$ cat src/cglg_defines.svh
`ifndef CGLG_DEFINES_SVH
`define CGLG_DEFINES_SVH

`define CGLG_NUM_INPUTS 8
`define CGLG_RESET_VALUE 1'h0
`define CGLG_RESET_ERROR 1'h0

`endif

$ cat src/cglg_pkg.sv
package cglg_pkg;

  typedef enum logic [2:0] {
    CGLG_FN_EQUAL,
    CGLG_FN_NOT_EQUAL,
    CGLG_FN_OR,
    CGLG_FN_NOR,
    CGLG_FN_LATCH
  } cglg_func_t;

  typedef enum logic [1:0] {
    CGLG_EH_TRUE_GOOD,
    CGLG_EH_TRUE_BAD,
    CGLG_EH_FALSE_GOOD,
    CGLG_EH_FALSE_BAD
  } cglg_err_mode_t;

  typedef struct packed {
    logic value;
    logic error;
  } cglg_sig_t;

endpackage

$ cat src/cglg_logic_block.sv
`timescale 1ns/1ps
`default_nettype none
`include "cglg_defines.svh"

// Notes on behaviour
// (RQ1) function setting picks equal, not-equal, or, nor or latch
// (RQ2) equal: true when all connected inputs agree, else false
// (RQ3) not-equal: true when connected inputs disagree, false when all agree
// (RQ4) or: true if any input true, false only if all false
// (RQ5) nor: true only when all inputs false
// (RQ6) true is logic 1 (fully on), false is logic 0 (fully off)
// (RQ7) latch: output tracks data while freeze is low
// (RQ8) latch: freeze rising captures data, output held while freeze high
// (RQ9) data rising during freeze leaves output false until freeze drops
// (RQ10) freeze rising on true data keeps output true while frozen
// (RQ11) undecidable result takes value and error from error-handling setting
// (RQ12) error-handling offers true/false with error set or clear
// (RQ13) gate input errors ignored when valid inputs fix the output
// (RQ14) latch unfrozen without error: value and error follow data
// (RQ15) frozen output keeps captured error; freeze error means follow data
// (RQ16) up to eight inputs with connected flags; output registered each clock
// (RQ17) synchronous reset clears output value, error and latch state
module cglg_logic_block
  import cglg_pkg::*;
(
  // clock and reset
  input wire logic clock,
  input wire logic rst_b,
  // configuration
  input wire cglg_func_t functionSel,
  input wire cglg_err_mode_t errorMode,
  // gate inputs
  input wire cglg_sig_t [`CGLG_NUM_INPUTS-1:0] gateIn,
  input wire logic [`CGLG_NUM_INPUTS-1:0] connected,
  // latch inputs
  input wire cglg_sig_t latchData,
  input wire cglg_sig_t freeze,
  // result
  output cglg_sig_t result
);

  logic [`CGLG_NUM_INPUTS-1:0] goodTrue;
  logic [`CGLG_NUM_INPUTS-1:0] goodFalse;
  logic [`CGLG_NUM_INPUTS-1:0] anyErr;
  logic [`CGLG_NUM_INPUTS-1:0] used;

  // per-input classification, unconnected inputs drop out
  genvar gi;
  generate
    for (gi = 0; gi < `CGLG_NUM_INPUTS; gi++) begin : g_class
      assign used[gi] = connected[gi]; // RQ16
      assign goodTrue[gi] = connected[gi] & ~gateIn[gi].error & gateIn[gi].value;
      assign goodFalse[gi] = connected[gi] & ~gateIn[gi].error & ~gateIn[gi].value;
      assign anyErr[gi] = connected[gi] & gateIn[gi].error;
    end
  endgenerate

  logic hasTrue;
  logic hasFalse;
  logic hasErr;
  assign hasTrue = |goodTrue;
  assign hasFalse = |goodFalse;
  assign hasErr = |anyErr;

  cglg_sig_t ehResult;
  always_comb begin
    unique case (errorMode) // RQ12
      CGLG_EH_TRUE_GOOD: ehResult = '{value: 1'h1, error: 1'h0};
      CGLG_EH_TRUE_BAD: ehResult = '{value: 1'h1, error: 1'h1};
      CGLG_EH_FALSE_GOOD: ehResult = '{value: 1'h0, error: 1'h0};
      CGLG_EH_FALSE_BAD: ehResult = '{value: 1'h0, error: 1'h1};
    endcase
  end

  // gate evaluation; a mix of good true and false decides equality even with errors
  cglg_sig_t gateResult;
  always_comb begin
    gateResult = '{value: 1'h0, error: 1'h0};
    unique case (functionSel) // RQ1
      CGLG_FN_EQUAL, CGLG_FN_NOT_EQUAL: begin
        if (hasTrue && hasFalse) begin
          gateResult.value = (functionSel == CGLG_FN_NOT_EQUAL); // RQ2 RQ3 RQ13
        end else if (hasErr) begin
          gateResult = ehResult; // RQ11
        end else begin
          gateResult.value = (functionSel == CGLG_FN_EQUAL); // RQ2 RQ3 RQ6
        end
      end
      CGLG_FN_OR, CGLG_FN_NOR: begin
        if (hasTrue) begin
          gateResult.value = (functionSel == CGLG_FN_OR); // RQ4 RQ5 RQ13
        end else if (hasErr) begin
          gateResult = ehResult; // RQ11
        end else begin
          gateResult.value = (functionSel == CGLG_FN_NOR); // RQ4 RQ5 RQ6
        end
      end
      default: gateResult = '{value: 1'h0, error: 1'h0};
    endcase
  end

  // result lags the inputs by one edge, hence |=> throughout
  property p_eq_agree;
    @(posedge clock) disable iff (!rst_b)
      (functionSel == CGLG_FN_EQUAL && !hasErr && !(hasTrue && hasFalse))
        |=> result.value && !result.error;
  endproperty
  a_eq_agree: assert property (p_eq_agree) else $error("equal false on agreeing inputs"); // RQ2

  property p_neq_mix;
    @(posedge clock) disable iff (!rst_b)
      (functionSel == CGLG_FN_NOT_EQUAL && hasTrue && hasFalse)
        |=> result.value && !result.error;
  endproperty
  a_neq_mix: assert property (p_neq_mix) else $error("not-equal false on mixed inputs"); // RQ3

  property p_mix_err_ignored;
    @(posedge clock) disable iff (!rst_b)
      (functionSel inside {CGLG_FN_EQUAL, CGLG_FN_NOT_EQUAL} && hasTrue && hasFalse && hasErr)
        |=> !result.error;
  endproperty
  a_mix_err_ignored: assert property (p_mix_err_ignored) else $error("decided result carried an error"); // RQ13

  property p_or_false;
    @(posedge clock) disable iff (!rst_b)
      (functionSel == CGLG_FN_OR && !hasTrue && !hasErr)
        |=> !result.value && !result.error;
  endproperty
  a_or_false: assert property (p_or_false) else $error("or true with all inputs false"); // RQ4

  property p_nor_true;
    @(posedge clock) disable iff (!rst_b)
      (functionSel == CGLG_FN_NOR && !hasTrue && !hasErr)
        |=> result.value && !result.error;
  endproperty
  a_nor_true: assert property (p_nor_true) else $error("nor false with all inputs false"); // RQ5

  property p_eq_undecided;
    @(posedge clock) disable iff (!rst_b)
      (functionSel inside {CGLG_FN_EQUAL, CGLG_FN_NOT_EQUAL} && hasErr && !(hasTrue && hasFalse))
        |=> result == $past(ehResult);
  endproperty
  a_eq_undecided: assert property (p_eq_undecided) else $error("equality ignored error handling"); // RQ11

  property p_nor_undecided;
    @(posedge clock) disable iff (!rst_b)
      (functionSel == CGLG_FN_NOR && !hasTrue && hasErr)
        |=> result == $past(ehResult);
  endproperty
  a_nor_undecided: assert property (p_nor_undecided) else $error("nor ignored error handling"); // RQ11

  property p_eh_value;
    @(posedge clock) disable iff (!rst_b)
      (functionSel inside {CGLG_FN_OR, CGLG_FN_NOR} && !hasTrue && hasErr)
        |=> result.value == ($past(errorMode) == CGLG_EH_TRUE_GOOD || $past(errorMode) == CGLG_EH_TRUE_BAD);
  endproperty
  a_eh_value: assert property (p_eh_value) else $error("error handling value wrong"); // RQ12

  property p_eh_error;
    @(posedge clock) disable iff (!rst_b)
      (functionSel inside {CGLG_FN_OR, CGLG_FN_NOR} && !hasTrue && hasErr)
        |=> result.error == ($past(errorMode) == CGLG_EH_TRUE_BAD || $past(errorMode) == CGLG_EH_FALSE_BAD);
  endproperty
  a_eh_error: assert property (p_eh_error) else $error("error handling status wrong"); // RQ12

  // latch state: captured copy of data taken on the freeze edge
  cglg_sig_t held;
  cglg_sig_t next_held;
  logic frozen;
  logic next_frozen;
  logic freezeOn;
  assign freezeOn = freeze.value & ~freeze.error;

  always_comb begin
    next_held = held;
    next_frozen = freezeOn;
    if (!freezeOn || !frozen) begin
      next_held = latchData; // RQ8 RQ10
    end
  end

  cglg_sig_t latchResult;
  always_comb begin
    // freeze error means follow data, not hold
    if (freezeOn && frozen) begin
      latchResult = held; // RQ8 RQ9 RQ15
    end else begin
      latchResult = latchData; // RQ7 RQ14 RQ15
    end
  end

  // first edge with freeze on passes data through and captures it
  property p_latch_capture;
    @(posedge clock) disable iff (!rst_b)
      (functionSel == CGLG_FN_LATCH && freezeOn && !frozen)
        |=> result == $past(latchData);
  endproperty
  a_latch_capture: assert property (p_latch_capture) else $error("latch missed the captured data"); // RQ8

  property p_latch_steady;
    @(posedge clock) disable iff (!rst_b)
      (functionSel == CGLG_FN_LATCH && $past(functionSel) == CGLG_FN_LATCH && freezeOn && frozen)
        |=> $stable(result);
  endproperty
  a_latch_steady: assert property (p_latch_steady) else $error("held output changed"); // RQ8

  property p_latch_late_data;
    @(posedge clock) disable iff (!rst_b)
      (functionSel == CGLG_FN_LATCH && $past(functionSel) == CGLG_FN_LATCH && freezeOn && frozen && !result.value)
        |=> !result.value;
  endproperty
  a_latch_late_data: assert property (p_latch_late_data) else $error("held false output rose"); // RQ9

  property p_latch_keep_true;
    @(posedge clock) disable iff (!rst_b)
      (functionSel == CGLG_FN_LATCH && $past(functionSel) == CGLG_FN_LATCH && freezeOn && frozen && result.value)
        |=> result.value;
  endproperty
  a_latch_keep_true: assert property (p_latch_keep_true) else $error("held true output fell"); // RQ10

  property p_freeze_fault;
    @(posedge clock) disable iff (!rst_b)
      (functionSel == CGLG_FN_LATCH && freeze.error)
        |=> result == $past(latchData);
  endproperty
  a_freeze_fault: assert property (p_freeze_fault) else $error("faulty freeze did not follow data"); // RQ15

  property p_latch_error_follow;
    @(posedge clock) disable iff (!rst_b)
      (functionSel == CGLG_FN_LATCH && !freeze.value && !freeze.error)
        |=> result.error == $past(latchData.error);
  endproperty
  a_latch_error_follow: assert property (p_latch_error_follow) else $error("latch error did not follow"); // RQ14

  cglg_sig_t next_result;
  always_comb begin
    next_result = (functionSel == CGLG_FN_LATCH) ? latchResult : gateResult; // RQ1
  end

  // reset is synchronous; rst_b low for one edge clears everything
  always_ff @(posedge clock) begin
    if (!rst_b) begin
      result <= '{value: `CGLG_RESET_VALUE, error: `CGLG_RESET_ERROR}; // RQ17
      held <= '{value: `CGLG_RESET_VALUE, error: `CGLG_RESET_ERROR}; // RQ17
      frozen <= 1'h0;
    end else begin
      result <= next_result; // RQ16
      held <= next_held;
      frozen <= next_frozen;
    end
  end

  // a freeze edge on false data and later true data keeps output false
  property p_latch_hold;
    @(posedge clock) disable iff (!rst_b)
      (functionSel == CGLG_FN_LATCH && freezeOn && $past(freezeOn) && frozen)
        |=> result == $past(held);
  endproperty
  a_latch_hold: assert property (p_latch_hold) else $error("latch did not hold"); // RQ8

  property p_latch_follow;
    @(posedge clock) disable iff (!rst_b)
      (functionSel == CGLG_FN_LATCH && !freezeOn) |=> result == $past(latchData);
  endproperty
  a_latch_follow: assert property (p_latch_follow) else $error("latch did not follow data"); // RQ7

  property p_or_true;
    @(posedge clock) disable iff (!rst_b)
      (functionSel == CGLG_FN_OR && hasTrue) |=> result.value && !result.error;
  endproperty
  a_or_true: assert property (p_or_true) else $error("or missed a true input"); // RQ4

  property p_nor_false;
    @(posedge clock) disable iff (!rst_b)
      (functionSel == CGLG_FN_NOR && hasTrue) |=> !result.value && !result.error;
  endproperty
  a_nor_false: assert property (p_nor_false) else $error("nor not false on true input"); // RQ5

  property p_eq_mix;
    @(posedge clock) disable iff (!rst_b)
      (functionSel == CGLG_FN_EQUAL && hasTrue && hasFalse) |=> !result.value;
  endproperty
  a_eq_mix: assert property (p_eq_mix) else $error("equal true on mixed inputs"); // RQ2

  property p_neq_same;
    @(posedge clock) disable iff (!rst_b)
      (functionSel == CGLG_FN_NOT_EQUAL && !hasErr && (hasTrue ^ hasFalse)) |=> !result.value;
  endproperty
  a_neq_same: assert property (p_neq_same) else $error("not-equal true on agreeing inputs"); // RQ3

  property p_err_mode;
    @(posedge clock) disable iff (!rst_b)
      (functionSel == CGLG_FN_OR && !hasTrue && hasErr) |=> result == $past(ehResult);
  endproperty
  a_err_mode: assert property (p_err_mode) else $error("error handling not applied"); // RQ11

  property p_reset_clear;
    @(posedge clock) !rst_b |=> !result.value && !result.error && !frozen;
  endproperty
  a_reset_clear: assert property (p_reset_clear) else $error("reset did not clear state"); // RQ17

  property p_unconnected;
    @(posedge clock) disable iff (!rst_b)
      (functionSel == CGLG_FN_NOR && used == '0) |=> result.value && !result.error;
  endproperty
  a_unconnected: assert property (p_unconnected) else $error("unconnected inputs were counted"); // RQ16

  property p_or_unconnected;
    @(posedge clock) disable iff (!rst_b)
      (functionSel == CGLG_FN_OR && used == '0)
        |=> !result.value && !result.error;
  endproperty
  a_or_unconnected: assert property (p_or_unconnected) else $error("or true with nothing connected"); // RQ16

  // codes outside the five functions must not leak a stale result
  property p_bad_function;
    @(posedge clock) disable iff (!rst_b)
      !(functionSel inside {CGLG_FN_EQUAL, CGLG_FN_NOT_EQUAL, CGLG_FN_OR, CGLG_FN_NOR, CGLG_FN_LATCH})
        |=> !result.value && !result.error;
  endproperty
  a_bad_function: assert property (p_bad_function) else $error("unknown function gave a result"); // RQ1

  property p_reset_held;
    @(posedge clock)
      !rst_b |=> !held.value && !held.error;
  endproperty
  a_reset_held: assert property (p_reset_held) else $error("reset did not clear captured data"); // RQ17

endmodule

`default_nettype wire

$ cat config.mk
export PLATFORM = sky130hd
export DESIGN_NAME = cglg_logic_block
export DESIGN_NICKNAME = d
export VERILOG_FILES = /design/src/cglg_pkg.sv /design/src/cglg_logic_block.sv
export VERILOG_INCLUDE_DIRS = /design/src /design/src/src
export SDC_FILE = /design/constraint.sdc
export NUM_CORES = 1
export LEC_CHECK = 0
export ABC_AREA = 0
export ABC_CLOCK_PERIOD_IN_PS = 4750
export BUFFER_PORTS_ARGS = -buffer_cell sky130_fd_sc_hd__buf_4
export CAP_MARGIN = 20
export CORE_AREA = 2 2 39 41
export DETAILED_ROUTE_END_ITERATION = 8
export DIE_AREA = 0 0 41 43
export GPL_TIMING_DRIVEN = 0
export PLACE_DENSITY = 0.75
export SLEW_MARGIN = 30
export SYNTH_ARGS = -nofsm -noshare
export SYNTH_HDL_FRONTEND = slang
export SYNTH_SLANG_ARGS = --single-unit
$ cat constraint.sdc
create_clock -name clock -period 4.75 [get_ports clock]
set_input_delay 0.7125 -clock clock [delete_from_list [all_inputs] [get_ports clock]]
set_output_delay 0.7125 -clock clock [all_outputs]
set_load 0.02 [all_outputs]
== After elaboration in Yosys (flattened, before gate mapping) ==
Cells that the tools add are included.
Storage, ports and cells
  output and inout bits: 2
  register bits after elaboration: 5
  word-level logic and storage cells: 85
  input port bits: 35
Operators by class
  mux-type cells: 11
  reduce and logical (&&, ||, !) cells: 12
  bitwise operators: 50
  equality and inequality tests: 7
Operator list (count)
  bitwise AND 1 bit: 33
  OR reduction 8 bit: 3
  NOT 1 bit: 17
  one-hot mux 2 bit (4 select lines): 1
  two-way mux 1 bit: 7
  equality test 3 x 2 -> 1 bit, second input constant: 2
  equality test 2 bit, second input constant: 2
  two-way mux 2 bit: 2
  one-hot mux 2 bit (2 select lines): 1
  OR reduction 2 bit: 2
  equality test 3 x 1 -> 1 bit, second input constant: 1
  equality test 3 bit, second input constant: 1
  zero test 3 bit: 1
  equality test 2 x 1 -> 1 bit, second input constant: 1
  logical AND 1 bit: 2
  zero test 1 bit: 2
  zero test 2 bit: 1
  logical OR 1 bit: 1

== Longest topological paths before layout ==
  depth after elaboration: 8
  mapped depth: 6
  mapped depth without buffers: 6

== Worst setup path before layout ==
OpenSTA, ideal clock, no wires.
  path kind: input to register
  start point: input port connected[2]
  end point: register result[1] in the netlist's numbering
  slack: 2761 ps
  stages: 6
  buffers on the path: 0
  arrival time: 1900 ps
  required time: 4662 ps
  cells stage by stage: and3b_1 a31oi_2 nand4b_4 or3_1 o211a_1 o32ai_2
Between the ends
  longest elaborated chain between the ends: 7
  elaborated cells on any way between the ends: 14
Ends and longest elaborated chain
  from (decl): line cglg_logic_block.sv:34  | input wire logic [`CGLG_NUM_INPUTS-1:0] connected,
  bitwise AND 1 bit: line cglg_logic_block.sv:52, cglg_logic_block.sv:53
  bitwise AND 1 bit, on equally long branches: line cglg_logic_block.sv:52, cglg_logic_block.sv:53
  OR reduction 8 bit, on equally long branches: line cglg_logic_block.sv:61, cglg_logic_block.sv:62
  logical AND 1 bit: line cglg_logic_block.sv:81  | if (hasTrue && hasFalse) begin
  two-way mux 1 bit: line cglg_logic_block.sv:81
  one-hot mux 2 bit (2 select lines) (*): line cglg_logic_block.sv:79  | unique case (functionSel)
  two-way mux 2 bit (*): line cglg_logic_block.sv:237  | next_result = (functionSel == CGLG_FN_LATCH) ? latchResult : gateResult;
  to (signal assigned): line cglg_logic_block.sv:243  | result <= '{value: `CGLG_RESET_VALUE, error: `CGLG_RESET_ERROR};
  to (signal assigned): line cglg_logic_block.sv:247  | result <= next_result;
  to (decl): line cglg_logic_block.sv:39  | output cglg_sig_t result
Every way passes the cells marked *; elsewhere a longest branch is shown, timed or not.
A chain may end at the register's enable or synchronous reset.

== Final worst setup path ==
Ends and elaborated chain as after synthesis.

==> results.rst <==
.. list-table::
   :header-rows: 1

   * - Metric
     - Value
   * - CTS tree
     - built
   * - Worst flop-to-flop path startpoint
     - frozen
   * - Slowest cell on the critical path
     - sky130_fd_sc_hd__or3_1
   * - Power density over cell area
     - 188 nW/um^2
   * - Critical Path End Type
     - flip-flop
   * - CP Data Arrival Time
     - 2.12 ns
   * - Count of flip-flops with a built-in enable after synthesis
     - 0
   * - Post-DR wirelength/cell
     - roughly 11 microns
   * - Cell area reported after detailed placement
     - between 700 and 800 sq um
   * - Setup TNS
     - 0 ns
   * - Insertion delay to the later sink of the worst-skew pair
     - 0.24 ns
   * - Total routing usage reported by global routing
     - 16.5%
   * - Avg Inst Size Synth
     - 8.09 sq um
   * - Max stage delay on crit path
     - 0.37 ns
   * - Top cell type's share of synthesized area
     - between 20% and 30%
   * - Instance count of the mapped netlist
     - 60
   * - Seq cells post-synth
     - 5
   * - Seq. cell area
     - around 100 sq um
   * - Antenna-violating nets left
     - 0
   * - CP Launch Type
     - primary input
   * - Static leakage
     - 0.391 nW
   * - Count of max-cap constraint violations
     - 0
   * - Async S/R FF share, synth
     - 0%
   * - Cell depth of the worst hold path
     - 2
   * - Number of antenna cells inserted
     - 0
   * - Startpoint-to-endpoint class of the critical path
     - in -> reg
   * - Required @ worst endpoint
     - 4.90 ns
   * - Final weighted congestion of routability-driven global placement
     - 0.667
   * - Maximum ir drop on the vdd rail
     - 0.0000756 V
   * - Pin count of the biggest net entering global routing
     - 8
   * - DIE WIDTH
     - approximately 40 microns
   * - Type of the tightest min-delay check
     - reg -> reg
   * - Post-route insts no fill
     - 116
   * - Minimum setup slack after placement
     - roughly 2.5 ns
   * - Initial standard-cell utilization of the core
     - a little over a third
   * - Synth Net Count
     - 95
   * - Initial detailed-routing violation count
     - 9
   * - Cell Chain, Critical Path
     - buf_4 > and3b_1 > a31oi_2 > nand4b_4 > or3_1 > o211a_1 > o32ai_2
   * - Die Area
     - around 1800 sq um
   * - Power consumption
     - 0.151 mW
   * - Vias in the first global route
     - 576
   * - Count of input and output buffers
     - 36
   * - Clock slew at the register clock pins of the worst setup and hold paths
     - approximately 0.04 ns
   * - CORE AREA
     - 1380 sq um
   * - Number of buffers added to fix hold violations after cts
     - 0
   * - Fin Clk Skew
     - approximately 0.0021 ns
   * - Count of final setup violators
     - 0
   * - Part of the Yosys area used for sequential elements
     - 20.6%
   * - Total clock buffers created by CTS
     - 3
   * - Result of the run
     - finished clean
   * - Buffer type at the clock tree root
     - sky130_fd_sc_hd__clkbuf_4
   * - Wire length of the first global-routing pass
     - 2040 microns
   * - Primary FF master, synth
     - sky130_fd_sc_hd__dfxtp_1
   * - Transition time of the tightest slew-check pin
     - roughly 0.29 ns
   * - Commonest cells in the netlist
     - sky130_fd_sc_hd__nor3b_1 (8), sky130_fd_sc_hd__nand3b_1 (7), sky130_fd_sc_hd__dfxtp_1 (5), sky130_fd_sc_hd__nor2_1 (5), sky130_fd_sc_hd__a22oi_1 (4)
   * - HP Start
     - held[0]
   * - Placement row count
     - 14
   * - Portion of the clock cycle consumed by the worst path in the final layout
     - 41.4%
   * - Minimum setup slack in the final design
     - around 2.8 ns
   * - Clk sinks
     - 5
   * - Number of hold violations in the final report
     - 0
   * - Total congestion overflow after global routing
     - 0
   * - Post-CTS sizing
     - 0
   * - H-Tree Level Count
     - 1
   * - Clock period minus worst slack
     - 1.97 ns
   * - # IOs
     - 37
   * - Total number of yosys warnings
     - 0
   * - Highest net fanout along the worst path
     - 6
   * - Cell area after synthesis
     - 485 sq um
   * - Worst-case clock buffer depth
     - 2
   * - Count leader, synth
     - sky130_fd_sc_hd__nor3b_1
   * - Remaining max-slew budget at the tightest pin
     - 80.6%
   * - Proportion of layout cells with a drive suffix above 1
     - 42.0%
   * - Cell area after layout
     - 802 sq um
   * - Critical Path Start
     - connected[2]
   * - Setup repair bufs after CTS
     - 0
   * - FMAX
     - 508 MHz
   * - Final routed DRC violation total
     - 0
   * - Number of nets in the final layout
     - approximately 140
   * - Count of placed standard cells including taps
     - roughly 110
   * - Initial antenna violation count
     - 0
   * - Vias
     - between 600 and 700
   * - Fin. max-slew vios
     - 0
   * - Die Span Y
     - 43 microns
   * - Average vias per placed instance
     - 5.36
   * - Worst reg2reg path depth
     - 6
   * - Setup repair after global routing missed its margin
     - false
   * - Synth top area cells
     - sky130_fd_sc_hd__dfxtp_1 (21%), sky130_fd_sc_hd__nor3b_1 (12%), sky130_fd_sc_hd__nand3b_1 (11%)
   * - Detailed-route wire length
     - 1330 microns
   * - Layout overhead on the synthesized area
     - 65.2%
   * - HPWL reported at the end of detailed placement
     - between 1000 and 1500 microns
   * - Area leader, netlist
     - sky130_fd_sc_hd__dfxtp_1
   * - Count of TritonRoute iterations in the first routing pass
     - 3
   * - Multi-input logic area
     - 374 sq um
   * - Number of inserted filler cells in the final layout
     - 138
   * - Number of distinct library cells after synthesis
     - 23
-- layout by cell type, fill, tap and decap left out, types with 2 or more instances in the layout --
master / Yosys / final
sky130_fd_sc_hd__nor2_1: 5 / 5
sky130_fd_sc_hd__nand3b_1: 7 / 7
sky130_fd_sc_hd__mux2i_1: 2 / 2
sky130_fd_sc_hd__a22oi_1: 4 / 4
sky130_fd_sc_hd__nand2_1: 3 / 3
sky130_fd_sc_hd__dfxtp_1: 5 / 5
sky130_fd_sc_hd__nor2b_1: 2 / 2
sky130_fd_sc_hd__inv_1: 3 / 3
sky130_fd_sc_hd__clkbuf_4: 0 / 3
sky130_fd_sc_hd__buf_4: 0 / 36
sky130_fd_sc_hd__nor4_1: 2 / 2
sky130_fd_sc_hd__and3b_1: 2 / 2
sky130_fd_sc_hd__nand3_1: 2 / 2
sky130_fd_sc_hd__a21oi_1: 3 / 3
sky130_fd_sc_hd__nand4_1: 3 / 3
sky130_fd_sc_hd__nor3b_1: 8 / 8
-- power by group --
part	total (mW)	leakage [nW]	internal [mW]	switching, mW
Clock	0.0486	0.0150	0.0317	0.0169
Sequential	0.0453	0.0413	0.0447	0.000582
Combinational	0.0570	0.334	0.0334	0.0235
Total	0.151	0.391	0.110	0.0410
-- cells by family (layout without fill, tap and decap cells) --
logic type,Yosys count,in the layout,synth area share (%)
AND/OR/NAND/NOR,38,38,52.8
buffers and inverters,3,43,2.32
flip-flops,5,5,20.6
AO/OA/AOI/OAI,12,12,20.1
multiplexers,2,2,4.12
-- layer usage --
metal	up-vias	wire, microns	GRT usage (%)
met5	-	0	0
met4	0	21	10.0
met3	4	147	2.09
met2	36	637	28.7
met1	266	519	17.1
li1	316	-	-
-- area by class of cell --
class	instances	area share [%]
Sequential cell	5	12.5
Multi-Input combinational cell	52	46.6
Clock buffer	4	3.28
Inverter	3	1.40
Tap cell	16	2.50
Timing Repair Buffer	36	33.7
-- registers in the layout, summed over array words and instances, names as in the netlist --
signal	cells
frozen	1
held	2
result	2
-- critical path, delay by kind of cell --
family / cells / cell delay (ns)
and+or+nand+nor: 3 / 0.71
AOI/OAI and AO/OA: 3 / 0.59
buffers and inverters: 1 / 0.12
-- through the flow --
step	util [%]	hold slack (ns)
5_1_grt	58.0	0.560
3_3_place_gp	56.1	0.521
6_report	58.0	0.524
3_5_place_dp	56.1	0.523
2_1_floorplan	-	0.486
4_1_cts	58.0	0.530
-- path summary, 6_finish.rpt --
| check | endpoint | slack [ns] |
|---|---|---|
| setup / recovery | result[1] | 2.78 |
| hold / removal | held[0] | 0.52 |
| setup reg to reg | result[1] | 3.51 |
| hold reg to reg | held[0] | 0.52 |
No activity file was read; power rests on OpenSTA's default activity.
